`src/crb_defines.vh`:
```
`ifndef CRB_DEFINES_VH
`define CRB_DEFINES_VH
// register byte addresses (word aligned)
`define CRB_STATUS_OFF 4'h0
`define CRB_SID_OFF 4'h4
`define CRB_EID_OFF 4'h8
`define CRB_IRQ_STAT_OFF 4'hC
// second address bit group for event registers
`define CRB_IRQ_CLR_OFF 5'h10
`define CRB_IRQ_EN_OFF 5'h14
`define CRB_ADDR_W 5
// status register fields
`define CRB_FULL_BIT 7
`define CRB_RTR_BIT 3
`define CRB_FILT_HI 2
`define CRB_FILT_LO 0
// identifier register fields
`define CRB_SID_HI 12
`define CRB_SID_LO 2
`define CRB_SRR_BIT 1
`define CRB_XID_BIT 0
`define CRB_SID_MASK 16'h1FFF
`define CRB_EID_MASK 16'h0FFF
// event bits
`define CRB_EV_LOAD 0
`define CRB_EV_LOST 1
`define CRB_EV_W 2
// reset values
`define CRB_STATUS_RST 16'h0000
`define CRB_IRQ_RST 2'b00
`define CRB_FILT_RST 3'b000
// filter codes
`define CRB_FILT_ONE 3'b001
`endif

```
`src/crb_event_bank.v`:
```
`timescale 1ns/1ps
`include "crb_defines.vh"
module crb_event_bank #(
  parameter W = 2
) (
  input wire mclk,
  input wire resetn,
  input wire [W-1:0] ev_set,
  input wire clr_we,
  input wire en_we,
  input wire [W-1:0] wdata,
  output wire [W-1:0] stat,
  output wire [W-1:0] en,
  output wire irq_next
);
  reg [W-1:0] stat_reg;
  reg [W-1:0] en_reg;
  assign stat = stat_reg;
  assign en = en_reg;
  // next level so the top can register its output without a lag surprise
  assign irq_next = |((stat_reg & ~({W{clr_we}} & wdata) | ev_set)
    & (en_we ? wdata : en_reg));
  always @(posedge mclk or negedge resetn)
  begin
    if (!resetn)
    begin
      stat_reg <= {W{1'b0}};
      en_reg <= {W{1'b0}};
    end
    else
    begin
      // set wins over a clear in the same cycle
      stat_reg <= (stat_reg & ~({W{clr_we}} & wdata)) | ev_set;
      if (en_we)
        en_reg <= wdata;
    end
  end
endmodule // crb_event_bank

```
`src/crb_rx_buffer.v`:
```
`timescale 1ns/1ps
`include "crb_defines.vh"
module crb_rx_buffer (
  input wire mclk,
  input wire resetn,
  input wire [4:0] avs_address,
  input wire avs_read,
  input wire avs_write,
  input wire [31:0] avs_writedata,
  input wire [3:0] avs_byteenable,
  output reg [31:0] avs_readdata,
  output reg avs_waitrequest,
  output reg avs_response_err,
  input wire load_valid,
  input wire [2:0] load_filter,
  input wire load_rtr,
  input wire load_xid,
  input wire load_srr,
  input wire [10:0] load_sid,
  input wire [11:0] load_eid,
  input wire double_buffer_enable,
  output reg buffer_full_flag,
  output reg irq
);
  reg remote_request_seen_reg;
  reg [2:0] accepting_filter_number_reg;
  reg [15:0] sid_reg;
  reg [15:0] eid_reg;
  reg done_reg;
  reg [31:0] rdata_next;
  reg err_next;
  wire req;
  wire ack;
  wire acc_ok;
  wire load_take;
  wire [`CRB_EV_W-1:0] ev_set;
  wire [`CRB_EV_W-1:0] ev_stat;
  wire [`CRB_EV_W-1:0] ev_en;
  wire irq_next;
  wire wr_status;
  wire wr_sid;
  wire wr_eid;
  wire lo_bytes;

  // one wait cycle then answer; done_reg drops waitrequest for one edge
  assign req = (avs_read | avs_write) & ~done_reg;
  // writes land only at the edge the master sees waitrequest low
  assign ack = (avs_read | avs_write) & ~avs_waitrequest;
  assign lo_bytes = avs_byteenable[0] | avs_byteenable[1];
  assign wr_status = ack & avs_write & lo_bytes
    & (avs_address == {1'b0, `CRB_STATUS_OFF});
  assign wr_sid = ack & avs_write & lo_bytes
    & (avs_address == {1'b0, `CRB_SID_OFF});
  assign wr_eid = ack & avs_write & lo_bytes
    & (avs_address == {1'b0, `CRB_EID_OFF});

  // filters 0 and 1 only route here in double buffer mode; codes above
  // five do not exist and are dropped
  assign acc_ok = (load_filter > `CRB_FILT_ONE || double_buffer_enable)
    && load_filter <= 3'b101;
  // a full buffer is not overwritten, the message counts as lost
  assign load_take = load_valid & acc_ok & ~buffer_full_flag;
  assign ev_set = {load_valid & acc_ok & buffer_full_flag, load_take};

  crb_event_bank #(
    .W(`CRB_EV_W)
  ) u_events (
    .mclk(mclk),
    .resetn(resetn),
    .ev_set(ev_set),
    .clr_we(ack & avs_write & avs_byteenable[0]
      & (avs_address == `CRB_IRQ_CLR_OFF)),
    .en_we(ack & avs_write & avs_byteenable[0]
      & (avs_address == `CRB_IRQ_EN_OFF)),
    .wdata(avs_writedata[`CRB_EV_W-1:0]),
    .stat(ev_stat),
    .en(ev_en),
    .irq_next(irq_next)
  );

  always @*
  begin
    rdata_next = 32'h0000_0000;
    err_next = 1'b0;
    case (avs_address)
      {1'b0, `CRB_STATUS_OFF}:
      begin
        rdata_next[`CRB_FULL_BIT] = buffer_full_flag;
        rdata_next[`CRB_RTR_BIT] = remote_request_seen_reg;
        rdata_next[`CRB_FILT_HI:`CRB_FILT_LO] =
          accepting_filter_number_reg;
      end
      {1'b0, `CRB_SID_OFF}:
        rdata_next[15:0] = sid_reg & `CRB_SID_MASK;
      {1'b0, `CRB_EID_OFF}:
        rdata_next[15:0] = eid_reg & `CRB_EID_MASK;
      {1'b0, `CRB_IRQ_STAT_OFF}:
        rdata_next[`CRB_EV_W-1:0] = ev_stat;
      `CRB_IRQ_CLR_OFF:
        rdata_next = 32'h0000_0000;
      `CRB_IRQ_EN_OFF:
        rdata_next[`CRB_EV_W-1:0] = ev_en;
      default:
        err_next = 1'b1;
    endcase
  end

  always @(posedge mclk or negedge resetn)
  begin
    if (!resetn)
    begin
      avs_readdata <= 32'h0000_0000;
      avs_waitrequest <= 1'b1;
      avs_response_err <= 1'b0;
      done_reg <= 1'b0;
      irq <= 1'b0;
    end
    else
    begin
      done_reg <= req;
      avs_waitrequest <= ~req;
      if (req)
      begin
        avs_readdata <= avs_read ? rdata_next : 32'h0000_0000;
        avs_response_err <= err_next;
      end
      irq <= irq_next;
    end
  end

  always @(posedge mclk or negedge resetn)
  begin
    if (!resetn)
    begin
      buffer_full_flag <= 1'b0;
      remote_request_seen_reg <= 1'b0;
      accepting_filter_number_reg <= `CRB_FILT_RST;
    end
    else
    begin
      if (load_take)
      begin
        buffer_full_flag <= 1'b1;
        remote_request_seen_reg <= load_rtr;
        accepting_filter_number_reg <= load_filter;
      end
      else if (wr_status && !avs_writedata[`CRB_FULL_BIT])
        buffer_full_flag <= 1'b0;
    end
  end

  // identifiers have no reset; contents unknown until first load or write
  always @(posedge mclk)
  begin
    if (load_take)
    begin
      sid_reg <= {3'b000, load_sid, load_srr, load_xid};
      eid_reg <= {4'h0, load_eid};
    end
    else
    begin
      if (wr_sid)
        sid_reg <= avs_writedata[15:0] & `CRB_SID_MASK;
      if (wr_eid)
        eid_reg <= avs_writedata[15:0] & `CRB_EID_MASK;
    end
  end
endmodule // crb_rx_buffer

```
`config.mk`:
```
export PLATFORM = sky130hd
export DESIGN_NAME = crb_rx_buffer
export DESIGN_NICKNAME = d
export VERILOG_FILES = /design/src/crb_event_bank.v /design/src/crb_rx_buffer.v
export VERILOG_INCLUDE_DIRS = /design/src
export SDC_FILE = /design/constraint.sdc
export NUM_CORES = 1
export LEC_CHECK = 0
export ABC_AREA = 1
export BUFFER_PORTS_ARGS = -buffer_cell sky130_fd_sc_hd__buf_2
export CAP_MARGIN = 20
export CORE_MARGIN = 1
export CORE_UTILIZATION = 43
export CTS_CLUSTER_DIAMETER = 150
export CTS_CLUSTER_SIZE = 28
export DETAILED_ROUTE_END_ITERATION = 10
export PLACE_DENSITY_LB_ADDON = 0.08
export SKIP_CTS_REPAIR_TIMING = 1
export SLEW_MARGIN = 20
export SYNTH_ARGS = -nofsm -noshare
export SYNTH_HDL_FRONTEND = slang
export SYNTH_SLANG_ARGS = --single-unit
```
`constraint.sdc`:
```
create_clock -name mclk -period 2 [get_ports mclk]
set_clock_uncertainty 0.05 [all_clocks]
set_input_delay 0.2 -clock mclk [delete_from_list [all_inputs] [get_ports mclk]]
set_output_delay 0.2 -clock mclk [all_outputs]
set_load 0.05 [all_outputs]
```
==> impl_results.md, run 1 <==
* Outcome: finished clean
* Clk slew on worst S/H paths at 90 ps
* CTS buffer count at 5
* CTS tree: yes
* Synthesized area at 0.002585 sq mm
* Share of cells above drive strength 1 at 0.2467
* DRT iter0 DRCs at 59
* Routed WL at 5.200 mm
* Die area at 0.006326 sq mm
* Clock buffer depth at 2
* Vias in the first global route at 1,982
* Synth top area cells: edfxtp_1 29%, dfrtp_1 24%, nand2_1 12%, o21ai_0 7.2%, inv_1 7.0%
* Lkg Pwr at 0.001657 uW
* RSZ-0062 raised after global routing: false
* Tot GR Track Use at 0.1879
* Synth Area in Compound Gates at 0.09777
* Clock root buffer: clkbuf_8
* Layout fillers at 555
* I/O pins at 112
* Simple-gate share of the synthesized area at 0.2139
* Antenna Nets Post-Route at 0
* Placer congestion estimate at 0.7886
* Placed cell area at 0.002974 sq mm
* PD cells at 682.5 mW/mm^2
* Pre-antenna DRT Iters at 4
* Setup_tns at 0 ps
* Final Cell Area at 0.003074 sq mm
* Largest net degree at the start of global routing at 43
* Maxcap violations at 0
* Die width at 79.54 um
* CP Capture Type: flop
* DRC at 0
* Dominant synthesized flop cell: edfxtp_1
* Clock sinks at 51
* VDD IR-drop max at 0.2462 mV
* Final setup viols at 0
* Hold Path Stages at 3
* Drt wl/cell at 11.58 um
* Hold path startpoint: avs_writedata[7]
* Fin crit period at 1665 ps
* Worst r2r src: buffer_full_flag$_DFFE_PN0P_
* Total design power at 2098 uW
* XOR/XNOR Fraction of Synth Area at 0
* Kind of critical path: reg2reg
* Vias per cell at 4.612
* Netlist cell types at 29
* CP startpoint kind: flop
* Synth Area per Inst at 8.645 sq um
* Post-synth EDFFs at 25
* Crit-path max FO at 42
* Slew Viols, Final at 0
* Most common cell after layout, fill and taps aside: nand2_1
* Fmax at 600.6 MHz
* # diodes at 0
* Effective utilization at floorplan at 0.4582
* Die Y at 79.54 um
* Register area share after synthesis at 0.5426
* Library cell with the largest summed area after synthesis: edfxtp_1
* Max transition margin at 0.6046
* Reg2reg setup slack at 330 ps
* Global-route wire length before repair at 9.059 mm
* Area Growth Syn to Fin at 18.93%
* Initial antenna violation count at 0
* HP Class: in2reg
* #FFs+latches synth at 51
* DR vias at 2,071
* Post-synthesis mux area share at 0
* Fin crit share at 0.8325
* Worst path arrival time at 1650 ps
* Top-area cell type share of the netlist area at 0.2904
* CORE AREA at 0.005642 sq mm
* Hold Crit Endpoint: buffer_full_flag$_DFFE_PN0P_
* Congestion Overflow GR at 0
* Largest family of logic cells by synthesized area: simple AND/OR/NAND/NOR gates
* Placement Setup Slack at 243.9 ps
* CP required at 1990 ps
* Syn. warnings at 0
* Worst reg2reg path depth at 4
* H-tree depth at 2
* Clock latency at the later pin of the worst-skew pair at 300 ps
* Final setup margin at 335.0 ps
* Mapped Cells at 299
* Dpl hpwl at 3.960 mm
* Worst-margin pin slew at 593.1 ps
* Std-Cell Rows at 27
* Final Hold Viols at 0
* Share of flip-flops with an asynchronous set or reset at 0.5098
* Nets at 452
* Most frequent cells in the layout: 85 x nand2_1, 71 x buf_2, 48 x inv_1
* Port Buffers at 71
* Post-Synth Adder-Cell Area at 0
* Worst flop-to-flop path endpoint: eid_reg[9]$_DFFE_PP_
-- synth_stat cells (2+ instances only) --
cell,instances
nand3b_1,2
clkbuf_1,4
inv_1,48
o21bai_1,2
nand4_1,12
edfxtp_1,25
nand3_1,11
nand2_1,85
a21oi_1,2
o21ai_0,37
nor2_4,2
nor2_1,6
buf_2,4
o211ai_1,2
buf_4,19
dfrtp_1,25
-- final cells by class --
type | instances | area, sq um | share of cell area
Clock buffer | 7 | 86.33 | 0.02808
Clock inverter | 1 | 3.754 | 0.001221
Inverter | 49 | 183.9 | 0.05983
Multi-Input combinational cell | 189 | 882.1 | 0.2869
Sequential cell | 51 | 1403 | 0.4562
Tap cell | 72 | 90.09 | 0.02930
Timing Repair Buffer | 80 | 425.4 | 0.1384
-- layer usage --
layer  share of wire  global-route usage  vias up  routed length (um)
li1                -                   -     1074                   -
met1            0.50              0.2677      919                2580
met2            0.44              0.2863       72                2268
met3           0.052             0.01829        6                 270
met4           0.016             0.08909        0                  81
met5               0                   0        -                   0
-- kinds of logic after synthesis --
logic type             count (synthesis)
AOI/OAI and AO/OA                     47
buffers and inverters                 77
DFF                                   51
other                                  1
and+or+nand+nor                      123
-- worst max-delay path by stage --
stage | from | endpoint | depth (start not counted)
final | buffer_full_flag$_DFFE_PN0P_ | eid_reg[9]$_DFFE_PP_ | 4
after global routing | buffer_full_flag$_DFFE_PN0P_ | eid_reg[5]$_DFFE_PP_ | 4
after CTS | buffer_full_flag$_DFFE_PN0P_ | eid_reg[1]$_DFFE_PP_ | 4
after detailed placement | load_filter[2] | eid_reg[1]$_DFFE_PP_ | 6
after global placement | load_filter[2] | eid_reg[1]$_DFFE_PP_ | 6
after floorplan | buffer_full_flag$_DFFE_PN0P_ | eid_reg[0]$_DFFE_PP_ | 3
-- per-stage QoR --
stage                     std cells  hold WS (ps)    util
after floorplan                 317        -145.6       -
after global placement          440         191.6  0.5272
after detailed placement        440         192.6  0.5272
final                           449         113.2  0.5449
after CTS                       448        -139.0  0.5431
after global routing            449         126.1  0.5449
-- critical path, stage by stage, from the launching register on --
cell and delay, ps:
dfrtp_1 420, nand3b_1 370, buf_4 350, nand2_1 110
o21ai_0 90
-- report_power, final --
group | total (uW) | switching (uW) | internal [uW]
logic | 344 | 252 | 92.3
registers | 1160 | 18.6 | 1140
clock network | 591 | 314 | 278
(Power assumes the default switching activity.)
==> run 2, diff against run 1 <==
--- a/config.mk
+++ b/config.mk
@@ -6,11 +6,11 @@
 export SDC_FILE = /design/constraint.sdc
 export NUM_CORES = 1
 export LEC_CHECK = 0
-export ABC_AREA = 1
+export ABC_AREA = 0
 export BUFFER_PORTS_ARGS = -buffer_cell sky130_fd_sc_hd__buf_2
 export CAP_MARGIN = 20
 export CORE_MARGIN = 1
-export CORE_UTILIZATION = 43
+export CORE_UTILIZATION = 47
 export CTS_CLUSTER_DIAMETER = 150
 export CTS_CLUSTER_SIZE = 28
 export DETAILED_ROUTE_END_ITERATION = 10
==> constraint.sdc (replaced) <==
create_clock -name mclk -period 1.7 [get_ports mclk]
set_clock_uncertainty 0.05 [all_clocks]
set_input_delay 0.17 -clock mclk [delete_from_list [all_inputs] [get_ports mclk]]
set_output_delay 0.17 -clock mclk [all_outputs]
set_load 0.05 [all_outputs]
==> run 2 against run 1 <==
  * Highest routed layer unchanged
  * Sequential cell count did not move
  * Via count fell by 19%
  * Critical endpoint is now eid_reg[11]$_DFFE_PP_
  * Clock power rose by 12%
  * Non-clock buffer count rose by 7
  * Register-to-register slack got worse by 240 ps
==> impl_results.md, run 2 <==
* Outcome: finished clean
* Synth top cells by count: 29 x mux2_1, 25 x dfrtp_1, 25 x edfxtp_1
* Library cell with the largest summed area after synthesis: edfxtp_1
* PD cells at 919.5 mW/mm^2 (+35%)
* Lkg Pwr at 0.001360 uW (-18%)
* Fin util at 0.5997 (+0.05480)
* Most frequent cells in the layout: 71 x buf_2, 29 x mux2_1, 25 x edfxtp_1
* XOR/XNOR Fraction of Synth Area at 0 (unchanged)
* Die area at 0.005618 sq mm (-11%)
* Die Y at 74.95 um (-5.8%)
* Synth Area per Inst at 13.10 sq um (+51%)
* Netlist cell types at 38 (+31%)
* CP required at 1690 ps (-300 ps)
* Area Growth Syn to Fin at 22.46%
* VDD IR-drop max at 0.4943 mV (+100%)
* Synth Area in Compound Gates at 0.09755 (-0.0002247)
* Clock sinks at 51 (unchanged)
* Worst path arrival time at 1600 ps (-50 ps)
* Cells after DPL at 338 (-23%)
* Maxcap violations at 0 (unchanged)
* Register area share after synthesis at 0.5608 (+0.01819)
* Global-route wire length before repair at 7.086 mm (-22%)
* CORE AREA at 0.005107 sq mm (-9.5%)
* Worst-margin pin slew at 584.3 ps (-8.832 ps)
* Antenna Nets Post-Route at 0 (unchanged)
* Hold Path Stages at 2 (-1)
* Worst r2r src: buffer_full_flag$_DFFE_PN0P_
* HP Class: in2reg
* Clk slew on worst S/H paths at 90 ps (about the same)
* Fin crit period at 1604 ps (-60.80 ps)
* Fin crit share at 0.9437 (+0.1111)
* Count leader, synth: mux2_1
* Nets at 352 (-22%)
* Final setup margin at 95.79 ps (-239.2 ps)
* Largest family of logic cells by synthesized area: multiplexers
* Mapped Cells at 191 (-36%)
* Slew Viols, Final at 0 (unchanged)
* Die width at 74.95 um (-5.8%)
* Setup_tns at 0 ps (unchanged)
* Effective utilization at floorplan at 0.4897 (+0.03152)
* Clock latency at the later pin of the worst-skew pair at 300 ps (about the same)
* Worst flop-to-flop path endpoint: eid_reg[11]$_DFFE_PP_
* Pre-antenna DRT Iters at 7 (+3)
* CTS buffer count at 5 (unchanged)
* Drt wl/cell at 13.61 um (+18%)
* Reg2reg setup slack at 100 ps (-240 ps)
* Kind of critical path: reg2reg
* CP Capture Type: flop
* Final Cell Area at 0.003063 sq mm (-0.37%)
* Synthesized area at 0.002501 sq mm (-3.2%)
* Final cell count without fillers at 347 (-23%)
* Post-synthesis mux area share at 0.1636 (+0.1636)
* Synth top area cells: edfxtp_1 30%, dfrtp_1 25%, mux2_1 13%, buf_4 6.6%, nand2_1 2.3%
* Placed cell area at 0.002972 sq mm (about the same)
* Clock root buffer: clkbuf_8
* Largest delay share family, worst path: flip-flops
* Most common cell after layout, fill and taps aside: buf_2
* Dpl hpwl at 3.479 mm (-12%)
* Post-synth EDFFs at 25 (unchanged)
* Clock buffer depth at 2 (unchanged)
* Std-Cell Rows at 26 (-3.7%)
* Final setup viols at 0 (unchanged)
* CP startpoint kind: flop
* Share of flip-flops with an asynchronous set or reset at 0.5098 (unchanged)
* Slowest stage delay, CP at 430 ps (about the same)
* Syn. warnings at 0 (unchanged)
* H-tree depth at 2 (unchanged)
* Congestion Overflow GR at 0 (unchanged)
* Share of cells above drive strength 1 at 0.3791 (+0.1324)
* Top-area cell type share of the netlist area at 0.3002 (+0.009734)
* Hold path startpoint: load_filter[0]
* Simple-gate share of the synthesized area at 0.09705 (-0.1169)
* DRT iter0 DRCs at 76 (+29%)
* Post-Synth Adder-Cell Area at 0 (unchanged)
* Initial antenna violation count at 0 (unchanged)
* Final Hold Viols at 0 (unchanged)
* Fmax at 623.4 MHz (+3.8%)
* RSZ-0062 raised after global routing: false
* Worst reg2reg path depth at 3 (-1)
* Placer congestion estimate at 0.7721 (-2.1%)
* DR vias at 1,677 (-19%)
* Routed WL at 4.723 mm (-9.2%)
* #FFs+latches synth at 51 (unchanged)
* # diodes at 0 (unchanged)
* Port Buffers at 71 (unchanged)
* Buf/Inv on CP at 1 (unchanged)
* Largest net degree at the start of global routing at 34 (-21%)
* Slowest stage cell, crit path: dfrtp_2
* Crit-path max FO at 33 (-21%)
* CTS tree: yes
* Vias in the first global route at 1,459 (-26%)
* Tot GR Track Use at 0.1758 (-0.01207)
* Max transition margin at 0.6105 (+0.005888)
* Placement Setup Slack at -35.07 ps (-279.0 ps)
* I/O pins at 112 (unchanged)
* DRC at 0 (unchanged)
* Hold Crit Endpoint: accepting_filter_number_reg[0]$_DFFE_PN0N_
* Vias per cell at 4.833 (+4.8%)
* Cells along the critical path: nor4b_4 -> buf_12 -> mux2_1
* Dominant synthesized flop cell: edfxtp_1
run 2: changes by cell type in the layout (fill, tap and decap cells not counted), sizes merged, moves of 8 or more:
| cell | before | now |
|---|---|---|
| nand3 | 11 | 3 |
| mux2 | 0 | 33 |
| o21ai | 38 | 14 |
| nand4 | 12 | 0 |
| nor2 | 10 | 1 |
| inv | 49 | 3 |
| nand2 | 86 | 15 |
run 2: how the worst max path moves through the flow:
stage | startpoint | endpoint | slack (ps) | cells past startpoint
after floorplan | buffer_full_flag$_DFFE_PN0P_ | eid_reg[0]$_DFFE_PP_ | -40 | 3
after global placement | load_filter[1] | eid_reg[1]$_DFFE_PP_ | -20 | 5
after detailed placement | load_filter[1] | eid_reg[1]$_DFFE_PP_ | -40 | 5
after CTS | buffer_full_flag$_DFFE_PN0P_ | eid_reg[1]$_DFFE_PP_ | 80 | 3
after global routing | buffer_full_flag$_DFFE_PN0P_ | eid_reg[11]$_DFFE_PP_ | 50 | 3
final | buffer_full_flag$_DFFE_PN0P_ | eid_reg[11]$_DFFE_PP_ | 100 | 3
run 2: layout make-up:
type	instances	area, sq um
inverter	3	11.26
tap	70	87.58
multi-input combinational	128	975.9
clock buffer	6	72.57
fill	443	2044
sequential	51	1404
timing repair buffer	87	503.0
clock inverter	2	8.758
run 2: routing by layer:
layer	vias to the layer above	track usage	share of wire
met5	-	0	0
li1	837	-	-
met4	0	0.05660	0.0093
met1	766	0.2435	0.46
met3	4	0.03614	0.056
met2	70	0.2783	0.47
run 2: power breakdown:
group / total [uW] / internal, uW / switching [uW]
sequential: 1490 / 1440 / 52.9
combinational: 661 / 247 / 414
clock: 662 / 284 / 378
run 2: stage by stage:
step                      power [uW]  hold slack (ps)
after floorplan                 1986           -175.6
after global placement          2179            159.3
after detailed placement        2187            161.9
after CTS                       2847           -168.4
after global routing            2953            32.93
final                           2816            35.43
run 2: cell families after synthesis:
| logic type | Yosys count |
|---|---|
| simple gates | 37 |
| mux | 36 |
| buf+inv | 30 |
| compound gates | 36 |
| flops | 51 |
| other cells | 1 |
==> run 3, diff against run 2 <==
--- a/config.mk
+++ b/config.mk
@@ -10,7 +10,8 @@
 export BUFFER_PORTS_ARGS = -buffer_cell sky130_fd_sc_hd__buf_2
 export CAP_MARGIN = 20
 export CORE_MARGIN = 1
-export CORE_UTILIZATION = 47
+export CORE_UTILIZATION = 49
+export CTS_BUF_LIST = sky130_fd_sc_hd__clkbuf_4
 export CTS_CLUSTER_DIAMETER = 150
 export CTS_CLUSTER_SIZE = 28
 export DETAILED_ROUTE_END_ITERATION = 10
==> run 3 against run 2 <==
  * Wire length grew 5.0%
  * Count of clock-buffer cells in the layout rose by 1
  * Critical endpoint is now sid_reg[9]$_DFFE_PP_
  * Sequential share of layout area down 1.2 points
  * Register-to-register slack got worse by 20 ps
  * First-iteration DRC count is 22% lower
  * Worst hold slack worse by 27 ps
  * Cell count is 1.4% higher
  * Largest cell class unchanged
  * Fmax down 1.1%
==> impl_results.md, run 3 (synthesized netlist as in run 2, its figures left out) <==
* Outcome: finished clean
* Most frequent cells in the layout: 71 x buf_2, 29 x mux2_1, 25 x edfxtp_1
* DRC at 0 (unchanged)
* Crit-path max FO at 15 (-55%)
* CP required at 1780 ps (+90 ps)
* DRT iter0 DRCs at 59 (-22%)
* Worst path arrival time at 1700 ps (+100 ps)
* Worst-margin pin slew at 588.2 ps (+3.907 ps)
* Die Y at 73.45 um (-2.0%)
* Kind of critical path: reg2reg
* Buf/Inv on CP at 2 (+1)
* Port Buffers at 71 (unchanged)
* Maxcap violations at 0 (unchanged)
* Slowest stage cell, crit path: dfrtp_2
* Fin crit share at 0.9539 (+0.01025)
* Max transition margin at 0.6079 (-0.002605)
* RSZ-0062 raised after global routing: false
* Final cell count without fillers at 352 (+1.4%)
* Dpl hpwl at 3.530 mm (+1.5%)
* Fmax at 616.7 MHz (-1.1%)
* Vias in the first global route at 1,547 (+6.0%)
* Cells along the critical path: nor4b_4 -> buf_4 -> buf_12 -> mux2_1
* Fin util at 0.6532 (+0.05354)
* Antenna Nets Post-Route at 0 (unchanged)
* Tot GR Track Use at 0.1949 (+0.01909)
* Cells after DPL at 334 (-1.2%)
* H-tree depth at 2 (unchanged)
* Fin crit period at 1622 ps (+17.43 ps)
* Slowest stage delay, CP at 450 ps (+20 ps)
* Final setup viols at 0 (unchanged)
* # diodes at 0 (unchanged)
* CTS tree: yes
* Std-Cell Rows at 25 (-3.8%)
* HP Class: in2reg
* CORE AREA at 0.004817 sq mm (-5.7%)
* Layout fillers at 376 (-15%)
* PD cells at 919.4 mW/mm^2 (about the same)
* Area Growth Syn to Fin at 25.81%
* Worst hold margin at 8.378 ps (-27.05 ps)
* Die area at 0.005394 sq mm (-4.0%)
* Placed cell area at 0.002948 sq mm (-0.80%)
* Effective utilization at floorplan at 0.5192 (+0.02951)
* Final Hold Viols at 0 (unchanged)
* Initial antenna violation count at 0 (unchanged)
* Drt wl/cell at 14.09 um (+3.5%)
* Clock latency at the later pin of the worst-skew pair at 370 ps (+70 ps)
* Congestion Overflow GR at 0 (unchanged)
* CP startpoint kind: flop
* Clock sinks at 51 (unchanged)
* Total design power at 2893 uW (+2.7%)
* VDD IR-drop max at 0.4736 mV (-4.2%)
* Share of cells above drive strength 1 at 0.3825 (+0.003395)
* Global-route wire length before repair at 7.548 mm (+6.5%)
* Placer congestion estimate at 0.8295 (+7.4%)
* Clk slew on worst S/H paths at 140 ps (+50 ps)
* Pre-antenna DRT Iters at 4 (-3)
* CTS buffer count at 5 (unchanged)
* Lkg Pwr at 0.001403 uW (+3.1%)
* CP Capture Type: flop
* DR vias at 1,757 (+4.8%)
* Vias per cell at 4.991 (+3.3%)
* Clock buffer depth at 2 (unchanged)
* I/O pins at 112 (unchanged)
* Largest delay share family, worst path: flip-flops
* Die width at 73.45 um (-2.0%)
* Nets at 360 (+2.3%)
* Most common cell after layout, fill and taps aside: buf_2
* Routed WL at 4.958 mm (+5.0%)
* Clock root buffer: clkbuf_4
* Final Cell Area at 0.003147 sq mm (+2.7%)
* Slew Viols, Final at 0 (unchanged)
* Largest net degree at the start of global routing at 30 (-12%)
run 3: report_power, final:
group | internal [uW] | leakage (uW) | switching [uW] | total (uW)
logic | 262 | 0.000801 | 420 | 682
registers | 1440 | 0.000555 | 56.1 | 1500
clock network | 344 | 0.0000463 | 371 | 715
run 3: cell type report:
| type | count | area, sq um | area share |
|---|---|---|---|
| Clock buffer | 7 | 52.55 | 0.01670 |
| Clock inverter | 1 | 30.03 | 0.009543 |
| Multi-Input combinational cell | 128 | 982.2 | 0.3121 |
| Tap cell | 67 | 83.83 | 0.02664 |
| Timing Repair Buffer | 95 | 583.1 | 0.1853 |
| Sequential cell | 51 | 1404 | 0.4461 |
| Inverter | 3 | 11.26 | 0.003579 |
run 3: metrics by stage:
step | setup slack [ps] | TNS [ps]
after floorplan | -41.22 | -1166
after CTS | 13.77 | 0
after global placement | -35.33 | -430.3
final | 78.36 | 0
after detailed placement | -72.11 | -1222
after global routing | 14.20 | 0
run 3: worst register-to-register path: cells and delay by family, from the launching register on:
kind,cells,cell delay (ps)
AND/OR/NAND/NOR,1,230
buffers and inverters,2,310
flip-flops,1,450
multiplexers,1,340
run 3: final timing paths:
path                                               from                           end  slack [ps]  cells past startpoint
setup / recovery           buffer_full_flag$_DFFE_PN0P_          sid_reg[9]$_DFFE_PP_          80                      4
hold / removal                                 avs_read  avs_readdata[12]$_DFFE_PN0P_           8                      3
setup reg to reg           buffer_full_flag$_DFFE_PN0P_          sid_reg[9]$_DFFE_PP_          80                      4
hold reg to reg            avs_readdata[12]$_DFFE_PN0P_  avs_readdata[12]$_DFFE_PN0P_         440                      2
max in group asynchronous                        resetn  buffer_full_flag$_DFFE_PN0P_         910                      2
min in group asynchronous                        resetn   avs_readdata[2]$_DFFE_PN0P_         270                      2
run 3: layer usage:
metal,part of all wire,global-route usage,vias to the layer above
met3,0.060,0.05213,5
met4,0.012,0.07051,0
met2,0.48,0.3119,77
li1,-,-,862
met5,0,0,-
met1,0.45,0.2557,813
